File: src/verilog/psc_pkg.sv
package psc_pkg;

    // ************************************************************
    // register offsets
    // ************************************************************
    localparam logic [7:0] ADDR_SERIAL_CFG    = 8'h3d;
    localparam logic [7:0] ADDR_PRODUCT_ID    = 8'h3e;
    localparam logic [7:0] ADDR_I2C_ADDR      = 8'h3f;
    localparam logic [7:0] ADDR_DSP_FILTER    = 8'h40;
    localparam logic [7:0] ADDR_DSP_DATA_TYPE = 8'h42;
    localparam logic [7:0] ADDR_DSP_SELFTEST  = 8'h44;

    // ************************************************************
    // reset values
    // ************************************************************
    localparam logic [7:0] RST_SERIAL_CFG    = 8'h00;
    localparam logic [7:0] RST_PRODUCT_ID    = 8'h00;
    localparam logic [7:0] RST_I2C_ADDR      = 8'h00;
    localparam logic [7:0] RST_DSP_FILTER    = 8'h30;
    localparam logic [7:0] RST_DSP_DATA_TYPE = 8'h00;
    localparam logic [7:0] RST_DSP_SELFTEST  = 8'h00;

    // ************************************************************
    // field positions
    // ************************************************************
    localparam int DATA_WIDTH_BIT = 6;
    localparam int CRC_LEN_MSB    = 5;
    localparam int CRC_LEN_LSB    = 4;
    localparam int CRC_SEED_MSB   = 3;
    localparam int CRC_SEED_LSB   = 0;
    localparam int FILTER_MSB     = 7;
    localparam int FILTER_LSB     = 4;
    localparam int SLOT0_MSB      = 6;
    localparam int SLOT0_LSB      = 5;
    localparam int SLOT1_MSB      = 3;
    localparam int SLOT1_LSB      = 2;
    localparam int SELFTEST_MSB   = 3;
    localparam int SELFTEST_LSB   = 0;

    // ************************************************************
    // field codes and substitute values
    // ************************************************************
    localparam logic [3:0] FILTER_800HZ     = 4'h2;
    localparam logic [3:0] FILTER_1000HZ    = 4'h3;
    localparam logic [1:0] KIND_PRESSURE    = 2'h1;
    localparam logic [1:0] KIND_TEMPERATURE = 2'h3;
    localparam logic [1:0] CRC_LEN_8        = 2'h0;
    localparam logic [1:0] CRC_LEN_4        = 2'h1;
    // arbitrary identifier value returned while the stored value is zero
    localparam logic [7:0] PRODUCT_ID_READ  = 8'h5a;
    localparam logic [7:0] I2C_DEFAULT_ADDR = 8'h60;
    // polynomials without the leading term
    localparam logic [7:0] CRC_POLY_8       = 8'h2f;
    localparam logic [7:0] CRC_POLY_4       = 8'h01;
    localparam logic [7:0] CRC_POLY_3       = 8'h03;
    localparam logic [7:0] CRC_SEED_8       = 8'hff;
    localparam logic [7:0] CRC_SEED_4       = 8'h0a;
    localparam logic [7:0] CRC_SEED_3       = 8'h07;

    // ************************************************************
    // timing
    // ************************************************************
    localparam int unsigned CLOCK_PERIOD_NS = 40;
    localparam int unsigned DSP_INIT_NS     = 40000;
    localparam int unsigned DSP_INIT_CYCLES =
        (DSP_INIT_NS + CLOCK_PERIOD_NS - 1) / CLOCK_PERIOD_NS;

    typedef enum logic [1:0] {CRC_WIDTH_8, CRC_WIDTH_4, CRC_WIDTH_3} psc_crc_width_type;
    typedef enum logic {DSP_RUN, DSP_INIT} psc_dsp_state_type;

endpackage

File: src/verilog/psc_user_config_regs.sv
`timescale 1ns/1ps
// Operation
// - data width bit clear gives 12-bit data field, set gives 16-bit
// - zero length and seed give 8-bit CRC, polynomial 2Fh, seed FFh
// - length 00 gives 8-bit, 01 gives x^4+1, 10 or 11 give x^3+x+1
// - zero seed gives 1010 or 111; nonzero seed replaces the default
// - CRC length and seed changes apply from the next serial command
// - identifier stores 00h after reset; 00h reads as fixed identifier
// - client address zero answers address 60h and reads back 60h
// - nonzero client address uses low seven bits and reads stored value
// - client address register is readable in every interface mode
// - configuration registers are in the array check, self-test bits excluded
// - writes changing the filter or data type register restart the DSP path; data invalid meanwhile
// - filter code 0010 selects 800 Hz, 0011 selects 1000 Hz default
// - any other filter code flags an error in device status
// - power-on reset returns the filter to its 1000 Hz default
// - slot 0 kind at bits 6:5: 01 pressure, 11 temperature
// - data type register reads and writes in both modes, resets to zero
// - slot 1 kind at bits 3:2: 01 pressure, 11 temperature
// - serial config holds width bit 6, length 5:4, seed 3:0, reset zero
// - while the init lock is set all register writes are ignored
module psc_user_config_regs (
    // clock and reset
    input  wire logic                       i_clock,
    input  wire logic                       i_rstn,
    // register access
    input  wire logic                       i_reg_write,
    input  wire logic                       i_reg_read,
    input  wire logic [7:0]                 i_reg_addr,
    input  wire logic [7:0]                 i_reg_wdata,
    output logic      [7:0]                 o_reg_rdata,
    output logic                            o_reg_rvalid,
    // serial front end
    input  wire logic                       i_cmd_start,
    input  wire logic                       i_init_done_lock,
    output logic                            o_data_width_16,
    output psc_pkg::psc_crc_width_type      o_crc_width,
    output logic      [7:0]                 o_crc_poly,
    output logic      [7:0]                 o_crc_seed,
    output logic      [6:0]                 o_i2c_client_addr,
    // dsp configuration
    output logic                            o_filter_800hz,
    output logic                            o_filter_error,
    output logic      [1:0]                 o_slot0_kind,
    output logic      [1:0]                 o_slot1_kind,
    output logic      [3:0]                 o_selftest_sel,
    output logic                            o_dsp_restart,
    output logic                            o_sensor_valid,
    output logic                            o_array_error
);
    import psc_pkg::*;

    // ************************************************************
    // reset release
    // ************************************************************
    logic rst_meta_reg;
    logic rstn_reg;

    always_ff @(posedge i_clock or negedge i_rstn) begin
        if (!i_rstn) begin
            rst_meta_reg <= 1'b0;
            rstn_reg     <= 1'b0;
        end else begin
            rst_meta_reg <= 1'b1;
            rstn_reg     <= rst_meta_reg;
        end
    end

    // ************************************************************
    // helpers
    // ************************************************************
    function automatic logic [7:0] crc_poly_of(input logic [1:0] len);
        if (len == CRC_LEN_8) begin
            crc_poly_of = CRC_POLY_8;
        end else if (len == CRC_LEN_4) begin
            crc_poly_of = CRC_POLY_4;
        end else begin
            crc_poly_of = CRC_POLY_3;
        end
    endfunction

    function automatic logic [7:0] crc_seed_of(input logic [1:0] len, input logic [3:0] seed);
        if (len == CRC_LEN_8) begin
            crc_seed_of = (seed == 4'h0) ? CRC_SEED_8 : {4'h0, seed};
        end else if (len == CRC_LEN_4) begin
            crc_seed_of = (seed == 4'h0) ? CRC_SEED_4 : {4'h0, seed};
        end else begin
            crc_seed_of = (seed == 4'h0) ? CRC_SEED_3 : {5'h00, seed[2:0]};
        end
    endfunction

    function automatic logic filter_code_ok(input logic [3:0] code);
        filter_code_ok = (code == FILTER_800HZ) || (code == FILTER_1000HZ);
    endfunction

    // self-test selection bits stay out of the signature
    function automatic logic covered_parity(input logic [7:0] a, input logic [7:0] b,
                                            input logic [7:0] c, input logic [7:0] d,
                                            input logic [7:0] e, input logic [7:0] f);
        covered_parity = ^{a, b, c, d, e, f[7:SELFTEST_MSB+1]};
    endfunction

    // ************************************************************
    // register file
    // ************************************************************
    logic [7:0]        serial_cfg_reg,  serial_cfg_next;
    logic [7:0]        product_id_reg,  product_id_next;
    logic [7:0]        i2c_addr_reg,    i2c_addr_next;
    logic [7:0]        dsp_filter_reg,  dsp_filter_next;
    logic [7:0]        dsp_type_reg,    dsp_type_next;
    logic [7:0]        selftest_reg,    selftest_next;
    logic              signature_reg,   signature_next;
    logic              wr_ok;
    logic              dsp_change;

    always_comb begin
        serial_cfg_next = serial_cfg_reg;
        product_id_next = product_id_reg;
        i2c_addr_next   = i2c_addr_reg;
        dsp_filter_next = dsp_filter_reg;
        dsp_type_next   = dsp_type_reg;
        selftest_next   = selftest_reg;
        wr_ok           = i_reg_write && !i_init_done_lock;
        if (wr_ok) begin
            if (i_reg_addr == ADDR_SERIAL_CFG) begin
                serial_cfg_next = i_reg_wdata;
            end else if (i_reg_addr == ADDR_PRODUCT_ID) begin
                product_id_next = i_reg_wdata;
            end else if (i_reg_addr == ADDR_I2C_ADDR) begin
                i2c_addr_next = i_reg_wdata;
            end else if (i_reg_addr == ADDR_DSP_FILTER) begin
                dsp_filter_next = i_reg_wdata;
            end else if (i_reg_addr == ADDR_DSP_DATA_TYPE) begin
                dsp_type_next = i_reg_wdata;
            end else if (i_reg_addr == ADDR_DSP_SELFTEST) begin
                selftest_next = i_reg_wdata;
            end
        end
        dsp_change = (dsp_filter_next != dsp_filter_reg) || (dsp_type_next != dsp_type_reg);
        signature_next = covered_parity(serial_cfg_next, product_id_next, i2c_addr_next,
                                        dsp_filter_next, dsp_type_next, selftest_next);
    end

    always_ff @(posedge i_clock or negedge rstn_reg) begin
        if (!rstn_reg) begin
            serial_cfg_reg <= RST_SERIAL_CFG;
            product_id_reg <= RST_PRODUCT_ID;
            i2c_addr_reg   <= RST_I2C_ADDR;
            dsp_filter_reg <= RST_DSP_FILTER;
            dsp_type_reg   <= RST_DSP_DATA_TYPE;
            selftest_reg   <= RST_DSP_SELFTEST;
            signature_reg  <= 1'b0;
        end else begin
            serial_cfg_reg <= serial_cfg_next;
            product_id_reg <= product_id_next;
            i2c_addr_reg   <= i2c_addr_next;
            dsp_filter_reg <= dsp_filter_next;
            dsp_type_reg   <= dsp_type_next;
            selftest_reg   <= selftest_next;
            signature_reg  <= signature_next;
        end
    end

    // ************************************************************
    // read path and decoded outputs
    // ************************************************************
    logic [7:0]        rdata_next;
    logic [1:0]        crc_len;
    psc_crc_width_type crc_width_next;
    logic [7:0]        crc_poly_next;
    logic [7:0]        crc_seed_next;
    logic              array_error_next;

    always_comb begin
        rdata_next = o_reg_rdata;
        if (i_reg_read) begin
            if (i_reg_addr == ADDR_SERIAL_CFG) begin
                rdata_next = serial_cfg_reg;
            end else if (i_reg_addr == ADDR_PRODUCT_ID) begin
                rdata_next = (product_id_reg == 8'h00) ? PRODUCT_ID_READ : product_id_reg;
            end else if (i_reg_addr == ADDR_I2C_ADDR) begin
                rdata_next = (i2c_addr_reg == 8'h00) ? I2C_DEFAULT_ADDR : i2c_addr_reg;
            end else if (i_reg_addr == ADDR_DSP_FILTER) begin
                rdata_next = dsp_filter_reg;
            end else if (i_reg_addr == ADDR_DSP_DATA_TYPE) begin
                rdata_next = dsp_type_reg;
            end else if (i_reg_addr == ADDR_DSP_SELFTEST) begin
                rdata_next = selftest_reg;
            end else begin
                rdata_next = 8'h00;
            end
        end
        // crc settings are sampled only at a command start
        crc_len        = serial_cfg_reg[CRC_LEN_MSB:CRC_LEN_LSB];
        crc_width_next = o_crc_width;
        crc_poly_next  = o_crc_poly;
        crc_seed_next  = o_crc_seed;
        if (i_cmd_start) begin
            crc_poly_next = crc_poly_of(crc_len);
            crc_seed_next = crc_seed_of(crc_len, serial_cfg_reg[CRC_SEED_MSB:CRC_SEED_LSB]);
            if (crc_len == CRC_LEN_8) begin
                crc_width_next = CRC_WIDTH_8;
            end else if (crc_len == CRC_LEN_4) begin
                crc_width_next = CRC_WIDTH_4;
            end else begin
                crc_width_next = CRC_WIDTH_3;
            end
        end
        // sticky until reset
        array_error_next = o_array_error ||
            (covered_parity(serial_cfg_reg, product_id_reg, i2c_addr_reg,
                            dsp_filter_reg, dsp_type_reg, selftest_reg) != signature_reg);
    end

    always_ff @(posedge i_clock or negedge rstn_reg) begin
        if (!rstn_reg) begin
            o_reg_rdata       <= 8'h00;
            o_reg_rvalid      <= 1'b0;
            o_data_width_16   <= 1'b0;
            o_crc_width       <= CRC_WIDTH_8;
            o_crc_poly        <= CRC_POLY_8;
            o_crc_seed        <= CRC_SEED_8;
            o_i2c_client_addr <= I2C_DEFAULT_ADDR[6:0];
            o_filter_800hz    <= 1'b0;
            o_filter_error    <= 1'b0;
            o_slot0_kind      <= 2'h0;
            o_slot1_kind      <= 2'h0;
            o_selftest_sel    <= 4'h0;
            o_array_error     <= 1'b0;
        end else begin
            o_reg_rdata       <= rdata_next;
            o_reg_rvalid      <= i_reg_read;
            o_data_width_16   <= serial_cfg_reg[DATA_WIDTH_BIT];
            o_crc_width       <= crc_width_next;
            o_crc_poly        <= crc_poly_next;
            o_crc_seed        <= crc_seed_next;
            o_i2c_client_addr <= (i2c_addr_reg == 8'h00) ? I2C_DEFAULT_ADDR[6:0]
                                                          : i2c_addr_reg[6:0];
            o_filter_800hz    <= dsp_filter_reg[FILTER_MSB:FILTER_LSB] == FILTER_800HZ;
            o_filter_error    <= !filter_code_ok(dsp_filter_reg[FILTER_MSB:FILTER_LSB]);
            o_slot0_kind      <= dsp_type_reg[SLOT0_MSB:SLOT0_LSB];
            o_slot1_kind      <= dsp_type_reg[SLOT1_MSB:SLOT1_LSB];
            o_selftest_sel    <= selftest_reg[SELFTEST_MSB:SELFTEST_LSB];
            o_array_error     <= array_error_next;
        end
    end

    // ************************************************************
    // dsp restart sequencing
    // ************************************************************
    psc_dsp_state_type dsp_state_reg, dsp_state_next;
    logic [9:0]        init_count_reg, init_count_next;

    always_comb begin
        dsp_state_next  = dsp_state_reg;
        init_count_next = init_count_reg;
        case (dsp_state_reg)
            DSP_RUN: begin
                init_count_next = 10'h000;
            end
            DSP_INIT: begin
                init_count_next = init_count_reg + 10'h001;
                if (init_count_reg == 10'(DSP_INIT_CYCLES - 1)) begin
                    dsp_state_next = DSP_RUN;
                end
            end
            default: dsp_state_next = DSP_RUN;
        endcase
        if (dsp_change) begin
            dsp_state_next  = DSP_INIT;
            init_count_next = 10'h000;
        end
    end

    always_ff @(posedge i_clock or negedge rstn_reg) begin
        if (!rstn_reg) begin
            dsp_state_reg  <= DSP_RUN;
            init_count_reg <= 10'h000;
            o_dsp_restart  <= 1'b0;
            o_sensor_valid <= 1'b1;
        end else begin
            dsp_state_reg  <= dsp_state_next;
            init_count_reg <= init_count_next;
            o_dsp_restart  <= dsp_change;
            o_sensor_valid <= dsp_state_next == DSP_RUN;
        end
    end
endmodule

File: config.mk
export PLATFORM = sky130hd
export DESIGN_NAME = psc_user_config_regs
export DESIGN_NICKNAME = d
export VERILOG_FILES = /design/src/verilog/psc_pkg.sv /design/src/verilog/psc_user_config_regs.sv
export SDC_FILE = /design/constraint.sdc
export NUM_CORES = 1
export LEC_CHECK = 0
export ABC_AREA = 0
export BUFFER_PORTS_ARGS = -buffer_cell sky130_fd_sc_hd__buf_2
export CAP_MARGIN = 30
export CORE_MARGIN = 2
export CORE_UTILIZATION = 30
export DETAILED_ROUTE_END_ITERATION = 16
export SLEW_MARGIN = 5
export SYNTH_ARGS = -nofsm -noshare
export SYNTH_HDL_FRONTEND = slang
export SYNTH_SLANG_ARGS = --single-unit
File: constraint.sdc
create_clock -name i_clock -period 5.25 [get_ports i_clock]
set_input_delay 0 -clock i_clock [delete_from_list [all_inputs] [get_ports i_clock]]
set_output_delay 0 -clock i_clock [all_outputs]
set_load 0.01 [all_outputs]
Word-level counts from Yosys, hierarchy flattened
Index checks and enable logic that the tools add are counted.
{"block": "totals", "output_inout_bits": 48, "in_bits": 22, "elab_cells": 111, "reg_bits": 110}
{"block": "op_classes", "add_sub_neg": 1, "mux": 50, "n_reduce_logical": 13, "bitwise_logic": 7, "n_eq_ne": 13}
{"cell": "2-to-1 mux 8 bit", "n": 37}
{"cell": "parity 44 bit", "n": 2}
{"cell": "== test 8 x 6 -> 1 bit (second input constant)", "n": 3}
{"cell": "== test 8 x 7 -> 1 bit (second input constant)", "n": 3}
{"cell": "one-hot mux 10 bit (2 select lines)", "n": 1}
{"cell": "zero test 8 bit", "n": 2}
{"cell": "!= test 8 bit", "n": 2}
{"cell": "adder 10 x 1 -> 10 bit (second input constant)", "n": 1}
{"cell": "== test 10 bit (second input constant)", "n": 1}
{"cell": "2-to-1 mux 10 bit", "n": 1}
{"cell": "== test 4 x 2 -> 1 bit (second input constant)", "n": 2}
{"cell": "2-to-1 mux 4 bit", "n": 2}
{"cell": "2-to-1 mux 7 bit", "n": 1}
{"cell": "NOT 1 bit", "n": 7}
{"cell": "AND reduction 7 bit", "n": 1}
{"cell": "2-to-1 mux 2 bit", "n": 3}
{"cell": "2-to-1 mux 6 bit", "n": 1}
{"cell": "zero test 4 bit", "n": 1}
{"cell": "logical OR 1 bit", "n": 3}
{"cell": "2-to-1 mux 1 bit", "n": 3}
{"cell": "2-to-1 mux 3 bit", "n": 1}
{"cell": "== test 2 x 1 -> 1 bit (second input constant)", "n": 1}
{"cell": "zero test 1 bit", "n": 2}
{"cell": "zero test 2 bit", "n": 1}
{"cell": "2 further kinds", "n": 2}

Depth between registers and ports, before layout
{"block": "logic_depth", "depth_word": 11, "ltp_mapped": 9, "mapped_depth_nobuf": 9}

Worst setup path before layout
No wires, ideal clock.
{"block": "synth_path", "path_kind": "input to register", "from": "input port i_reg_addr[0]", "to": "register signature_reg", "t_required_ns": 5.116, "path_stages": 9, "setup_ns": 0.134, "path_buffers": 2, "slack_ns": 3.147, "t_arrival_ns": 1.970, "path_cell_list": "buf_2 -> nor4_4 -> nand2_4 -> or4_1 -> buf_2 -> mux2i_1 -> xnor3_1 -> xnor2_2 -> xnor3_1"}
{"block": "synth_via", "elab_chain_cells": 9, "elab_cells_between_ends": 34, "classes_between": "eq/ne (6); mux (27); reduce/logical (1)"}
{"item": "start, declared", "line_no": "psc_user_config_regs.sv:29", "text": "input wire logic [7:0] i_reg_addr,"}
{"item": "== test 8 x 7 -> 1 bit", "line_no": "psc_user_config_regs.sv:135", "text": "end else if (i_reg_addr == ADDR_DSP_SELFTEST) begin"}
{"item": "2-to-1 mux 8 bit", "line_no": "psc_user_config_regs.sv:135"}
{"item": "2-to-1 mux 8 bit", "line_no": "psc_user_config_regs.sv:133", "text": "end else if (i_reg_addr == ADDR_DSP_DATA_TYPE) begin"}
{"item": "2-to-1 mux 8 bit", "line_no": "psc_user_config_regs.sv:131", "text": "end else if (i_reg_addr == ADDR_DSP_FILTER) begin"}
{"item": "2-to-1 mux 8 bit", "line_no": "psc_user_config_regs.sv:129", "text": "end else if (i_reg_addr == ADDR_I2C_ADDR) begin"}
{"item": "2-to-1 mux 8 bit", "line_no": "psc_user_config_regs.sv:127", "text": "end else if (i_reg_addr == ADDR_PRODUCT_ID) begin"}
{"item": "2-to-1 mux 8 bit", "line_no": "psc_user_config_regs.sv:125", "text": "if (i_reg_addr == ADDR_SERIAL_CFG) begin"}
{"item": "2-to-1 mux 8 bit", "line_no": "psc_user_config_regs.sv:124", "text": "if (wr_ok) begin"}
{"item": "parity 44 bit (*)", "line_no": "psc_user_config_regs.sv:100", "text": "covered_parity = ^{a, b, c, d, e, f[7:SELFTEST_MSB+1]};"}
{"item": "via signature_next", "line_no": "psc_user_config_regs.sv:112", "text": "logic signature_reg, signature_next;"}
{"item": "end signal, assigned", "line_no": "psc_user_config_regs.sv:160", "text": "signature_reg <= signature_next;"}
{"item": "end, declared", "line_no": "psc_user_config_regs.sv:112"}
Mark *: on every way through the listed nets, which the timed path passes. The rest lies on a longest branch.
A chain may end at the register's enable or synchronous reset.

Final worst setup path
{"block": "layout_path", "from": "input port i_reg_addr[1]", "to": "register signature_reg"}
{"block": "layout_via", "elab_cells_between_ends": 34, "classes_between": "eq/ne (6); mux (27); reduce/logical (1)"}
{"item": "== test 8 x 7 -> 1 bit", "line_no": "psc_user_config_regs.sv:133"}
{"item": "2-to-1 mux 8 bit", "line_no": "psc_user_config_regs.sv:133"}
{"item": "2-to-1 mux 8 bit", "line_no": "psc_user_config_regs.sv:131"}
{"item": "2-to-1 mux 8 bit", "line_no": "psc_user_config_regs.sv:129"}
{"item": "2-to-1 mux 8 bit", "line_no": "psc_user_config_regs.sv:127"}
{"item": "2-to-1 mux 8 bit (*)", "line_no": "psc_user_config_regs.sv:125"}
{"item": "2-to-1 mux 8 bit (*)", "line_no": "psc_user_config_regs.sv:124"}
{"item": "via dsp_type_next[6]", "line_no": "psc_user_config_regs.sv:110", "text": "logic [7:0] dsp_type_reg, dsp_type_next;"}
{"item": "parity 44 bit (*)", "line_no": "psc_user_config_regs.sv:100"}
{"item": "via signature_next", "line_no": "psc_user_config_regs.sv:112"}
Marks and branches as above.

==> impl_metrics.tcl <==
set metrics [dict create \
    placementRows 49 \
    status "complete, but fails checks" \
    worstMarginPinSlew_ns 0.846 \
    grt_antenna_before_repair 0 \
    clock_sinks 101 \
    gr-total-overflow 0 \
    mappedNetlistArea_sq_mm 0.00556 \
    layout.cells.non_filler 799 \
    rr_worst_depth 7 \
    synthCells 516 \
    post_drt_wl_per_cell_um 16.6 \
    dpl.hpwl_um 9780 \
    endpoint_kind "flop" \
    vias 3802 \
    grt_pass1_vias 3940 \
    final_cell_mix "dfrtp_1, buf_2, xnor2_1" \
    peakVddDrop_mv 0.150 \
    synthDistinctLibCells 49 \
    largest_register_ffs 10 \
    rrSetupSlack_ns 2.84 \
    finalCritPeriodShare_pct 50.6 \
    final_common_cell "dfrtp_1" \
    violations "DRC" \
    ys_seq_area_share_pct 45.7 \
    initial_core_util_pct 30.8 \
    die_x_um 140 \
    cts_tree "built" \
    drc 7 \
    synth_area_per_cell_sq_um 10.8 \
    reg2reg_from "dsp_filter_reg[4]" \
    vias_per_cell 4.76 \
    grt_start_max_net_pins 68 \
    hold_path_class "in2reg" \
    r2r_end "init_count_reg[7]" \
    cts-resized-gates 0 \
    io_pins 70 \
    cts_buffers 9 \
    slew_headroom_pct 43.6 \
    startpoint "i_reg_addr[1]" \
    rsz0062_at_grt "false" \
    synthToLayoutAreaGrowth_pct 14.4 \
    first_pass_iters 13 \
    drt_wl_total_um 13300 \
    fin_crit_ns 2.65 \
    clockBufferDepth 2 \
    grt_pass1_wl_um 21600 \
    die_h_um 140 \
    drive_above_1_share_pct 24.4 \
    leakage_nw 3.01 \
    cp.arrival_ns 2.88 \
    dieArea_sq_mm 0.0196 \
    grt_use_total_pct 14.1 \
    place_inst 779 \
    ctsRootBufferMaster "clkbuf_16" \
    port_buffers 65 \
    hold_viol_final 0 \
    final_core_util_pct 35.2 \
    cap_viol_max_count 0 \
    timing.setup.tns_ns 0 \
    crit_type "in2reg" \
    cts_max_level 3 \
    whs_ns 0.0600 \
    setup_violations 0 \
    cp_max_fo 30 \
    gp_congestion 0.858 \
    endpoint "signature_reg" \
    power_per_cell_area_mw_per_mm2 283 \
    drv_slew 0 \
    post_cts_buffers 0 \
    start_kind "input port" \
    nFillCells 1785 \
    antennaDiodeCount 0 \
    first_iter_violations 254 \
    clk_pin_slew_ns 0.07 \
    worstSkewPairLatency_ns 0.35 \
    core_area_sq_mm 0.0181 \
    crit_required_ns 5.48 \
    fmax_ghz 0.377 \
    ctsHoldBuffers 4 \
    finalNetCount 604 \
    yosysWarnings 0 \
    ys_seq_elements 101 \
    skew_ns 0.00675 \
    ant_nets 0 \
]
-- cells in the mapped netlist, drive strengths merged --
| library cell | count | area [sq um] |
|---|---|---|
| nand2 | 22 | 90.1 |
| a31oi | 3 | 18.8 |
| a221oi | 5 | 43.8 |
| nand4b | 2 | 17.5 |
| conb | 2 | 7.51 |
| buf | 18 | 113 |
| xnor3 | 4 | 90.1 |
| nand3b | 1 | 7.51 |
| and3 | 1 | 6.26 |
| xor2 | 31 | 272 |
| a311o | 1 | 10.0 |
| nor3b | 2 | 20.0 |
| xor3 | 2 | 47.6 |
| and2b | 1 | 7.51 |
| mux2i | 20 | 200 |
| o211ai | 2 | 15.0 |
| mux2 | 39 | 439 |
| or4 | 2 | 15.0 |
| dfrtp | 89 | 2230 |
| o21ai | 18 | 90.1 |
| o311ai | 1 | 8.76 |
| and2 | 8 | 50.1 |
| xnor2 | 55 | 489 |
| and4 | 3 | 26.3 |
| nand2b | 5 | 31.3 |
| a211oi | 1 | 7.51 |
| nor4 | 2 | 27.5 |
| nor2b | 1 | 6.26 |
| and4bb | 1 | 12.5 |
| nand3 | 12 | 60.1 |
| nor3 | 1 | 5.00 |
| o22ai | 3 | 18.8 |
| nor2 | 47 | 176 |
| nand4 | 6 | 50.0 |
| clkbuf | 17 | 63.8 |
| o221ai | 2 | 17.5 |
| ha | 17 | 213 |
| a21oi | 20 | 100 |
| and3b | 1 | 8.76 |
| dfstp | 12 | 315 |
| or3 | 1 | 6.26 |
| inv | 35 | 131 |
-- critical path: stages --
cell	delay (ns)
buf_2	0.49
and3b_1	0.29
nand4b_1	0.53
mux2_2	0.51
xnor2_1	0.19
xnor2_1	0.18
xnor3_1	0.35
xnor3_1	0.35
-- area by class of cell --
| type | count | area (sq um) | area share [%] |
|---|---|---|---|
| clock inverters | 5 | 60.1 | 0.944 |
| clock buffers | 11 | 243 | 3.81 |
| multi-input cells | 348 | 2720 | 42.8 |
| flip-flops and latches | 101 | 2550 | 40.0 |
| inverters | 35 | 131 | 2.06 |
| well taps | 229 | 287 | 4.50 |
| repair buffers | 70 | 373 | 5.86 |
-- cell families after synthesis --
logic type	after synthesis	share of synthesized area (%)
other	2	0.135
AO/OA/AOI/OAI	56	5.94
flip-flops	101	45.7
buffers and inverters	70	5.53
XOR/XNOR	92	16.1
AND/OR/NAND/NOR	119	11.2
adder cells (fa/ha/maj)	17	3.82
multiplexers	59	11.5
-- layer usage --
metal,vias to the layer above,GRT usage (%),share of wire [%]
met2,105,23.5,49
met4,0,3.30,1.1
met1,1873,18.0,45
li1,1811,-,-
met5,-,0,0
met3,13,4.48,5.4
-- worst min path at each step --
stage          cells after the start            end   startpoint  slack, ns
6_report                           3  o_dsp_restart  i_reg_write       0.06
5_1_grt                            3  o_dsp_restart  i_reg_write       0.06
4_1_cts                            3  o_dsp_restart  i_reg_write       0.05
3_5_place_dp                       1   rst_meta_reg       i_rstn      -0.21
3_3_place_gp                       1   rst_meta_reg       i_rstn      -0.21
2_1_floorplan                      0   rst_meta_reg       i_rstn      -0.30
-- through the flow --
| step | setup slack (ns) | power (mW) | instance area, sq um |
|---|---|---|---|
| 6_report | 2.60 | 1.80 | 6360 |
| 5_1_grt | 2.45 | 1.89 | 6360 |
| 4_1_cts | 2.62 | 1.83 | 6360 |
| 3_5_place_dp | 2.27 | 1.14 | 6020 |
| 3_3_place_gp | 2.33 | 1.14 | 6020 |
| 2_1_floorplan | 2.25 | 1.07 | 5570 |
-- report_power, final --
part	internal, mW	switching, mW	leakage, nW	total [mW]
Combinational	0.139	0.153	1.54	0.292
Clock	0.384	0.286	0.146	0.670
Sequential	0.811	0.0266	1.32	0.838
No activity file was read; power rests on OpenSTA's default activity.
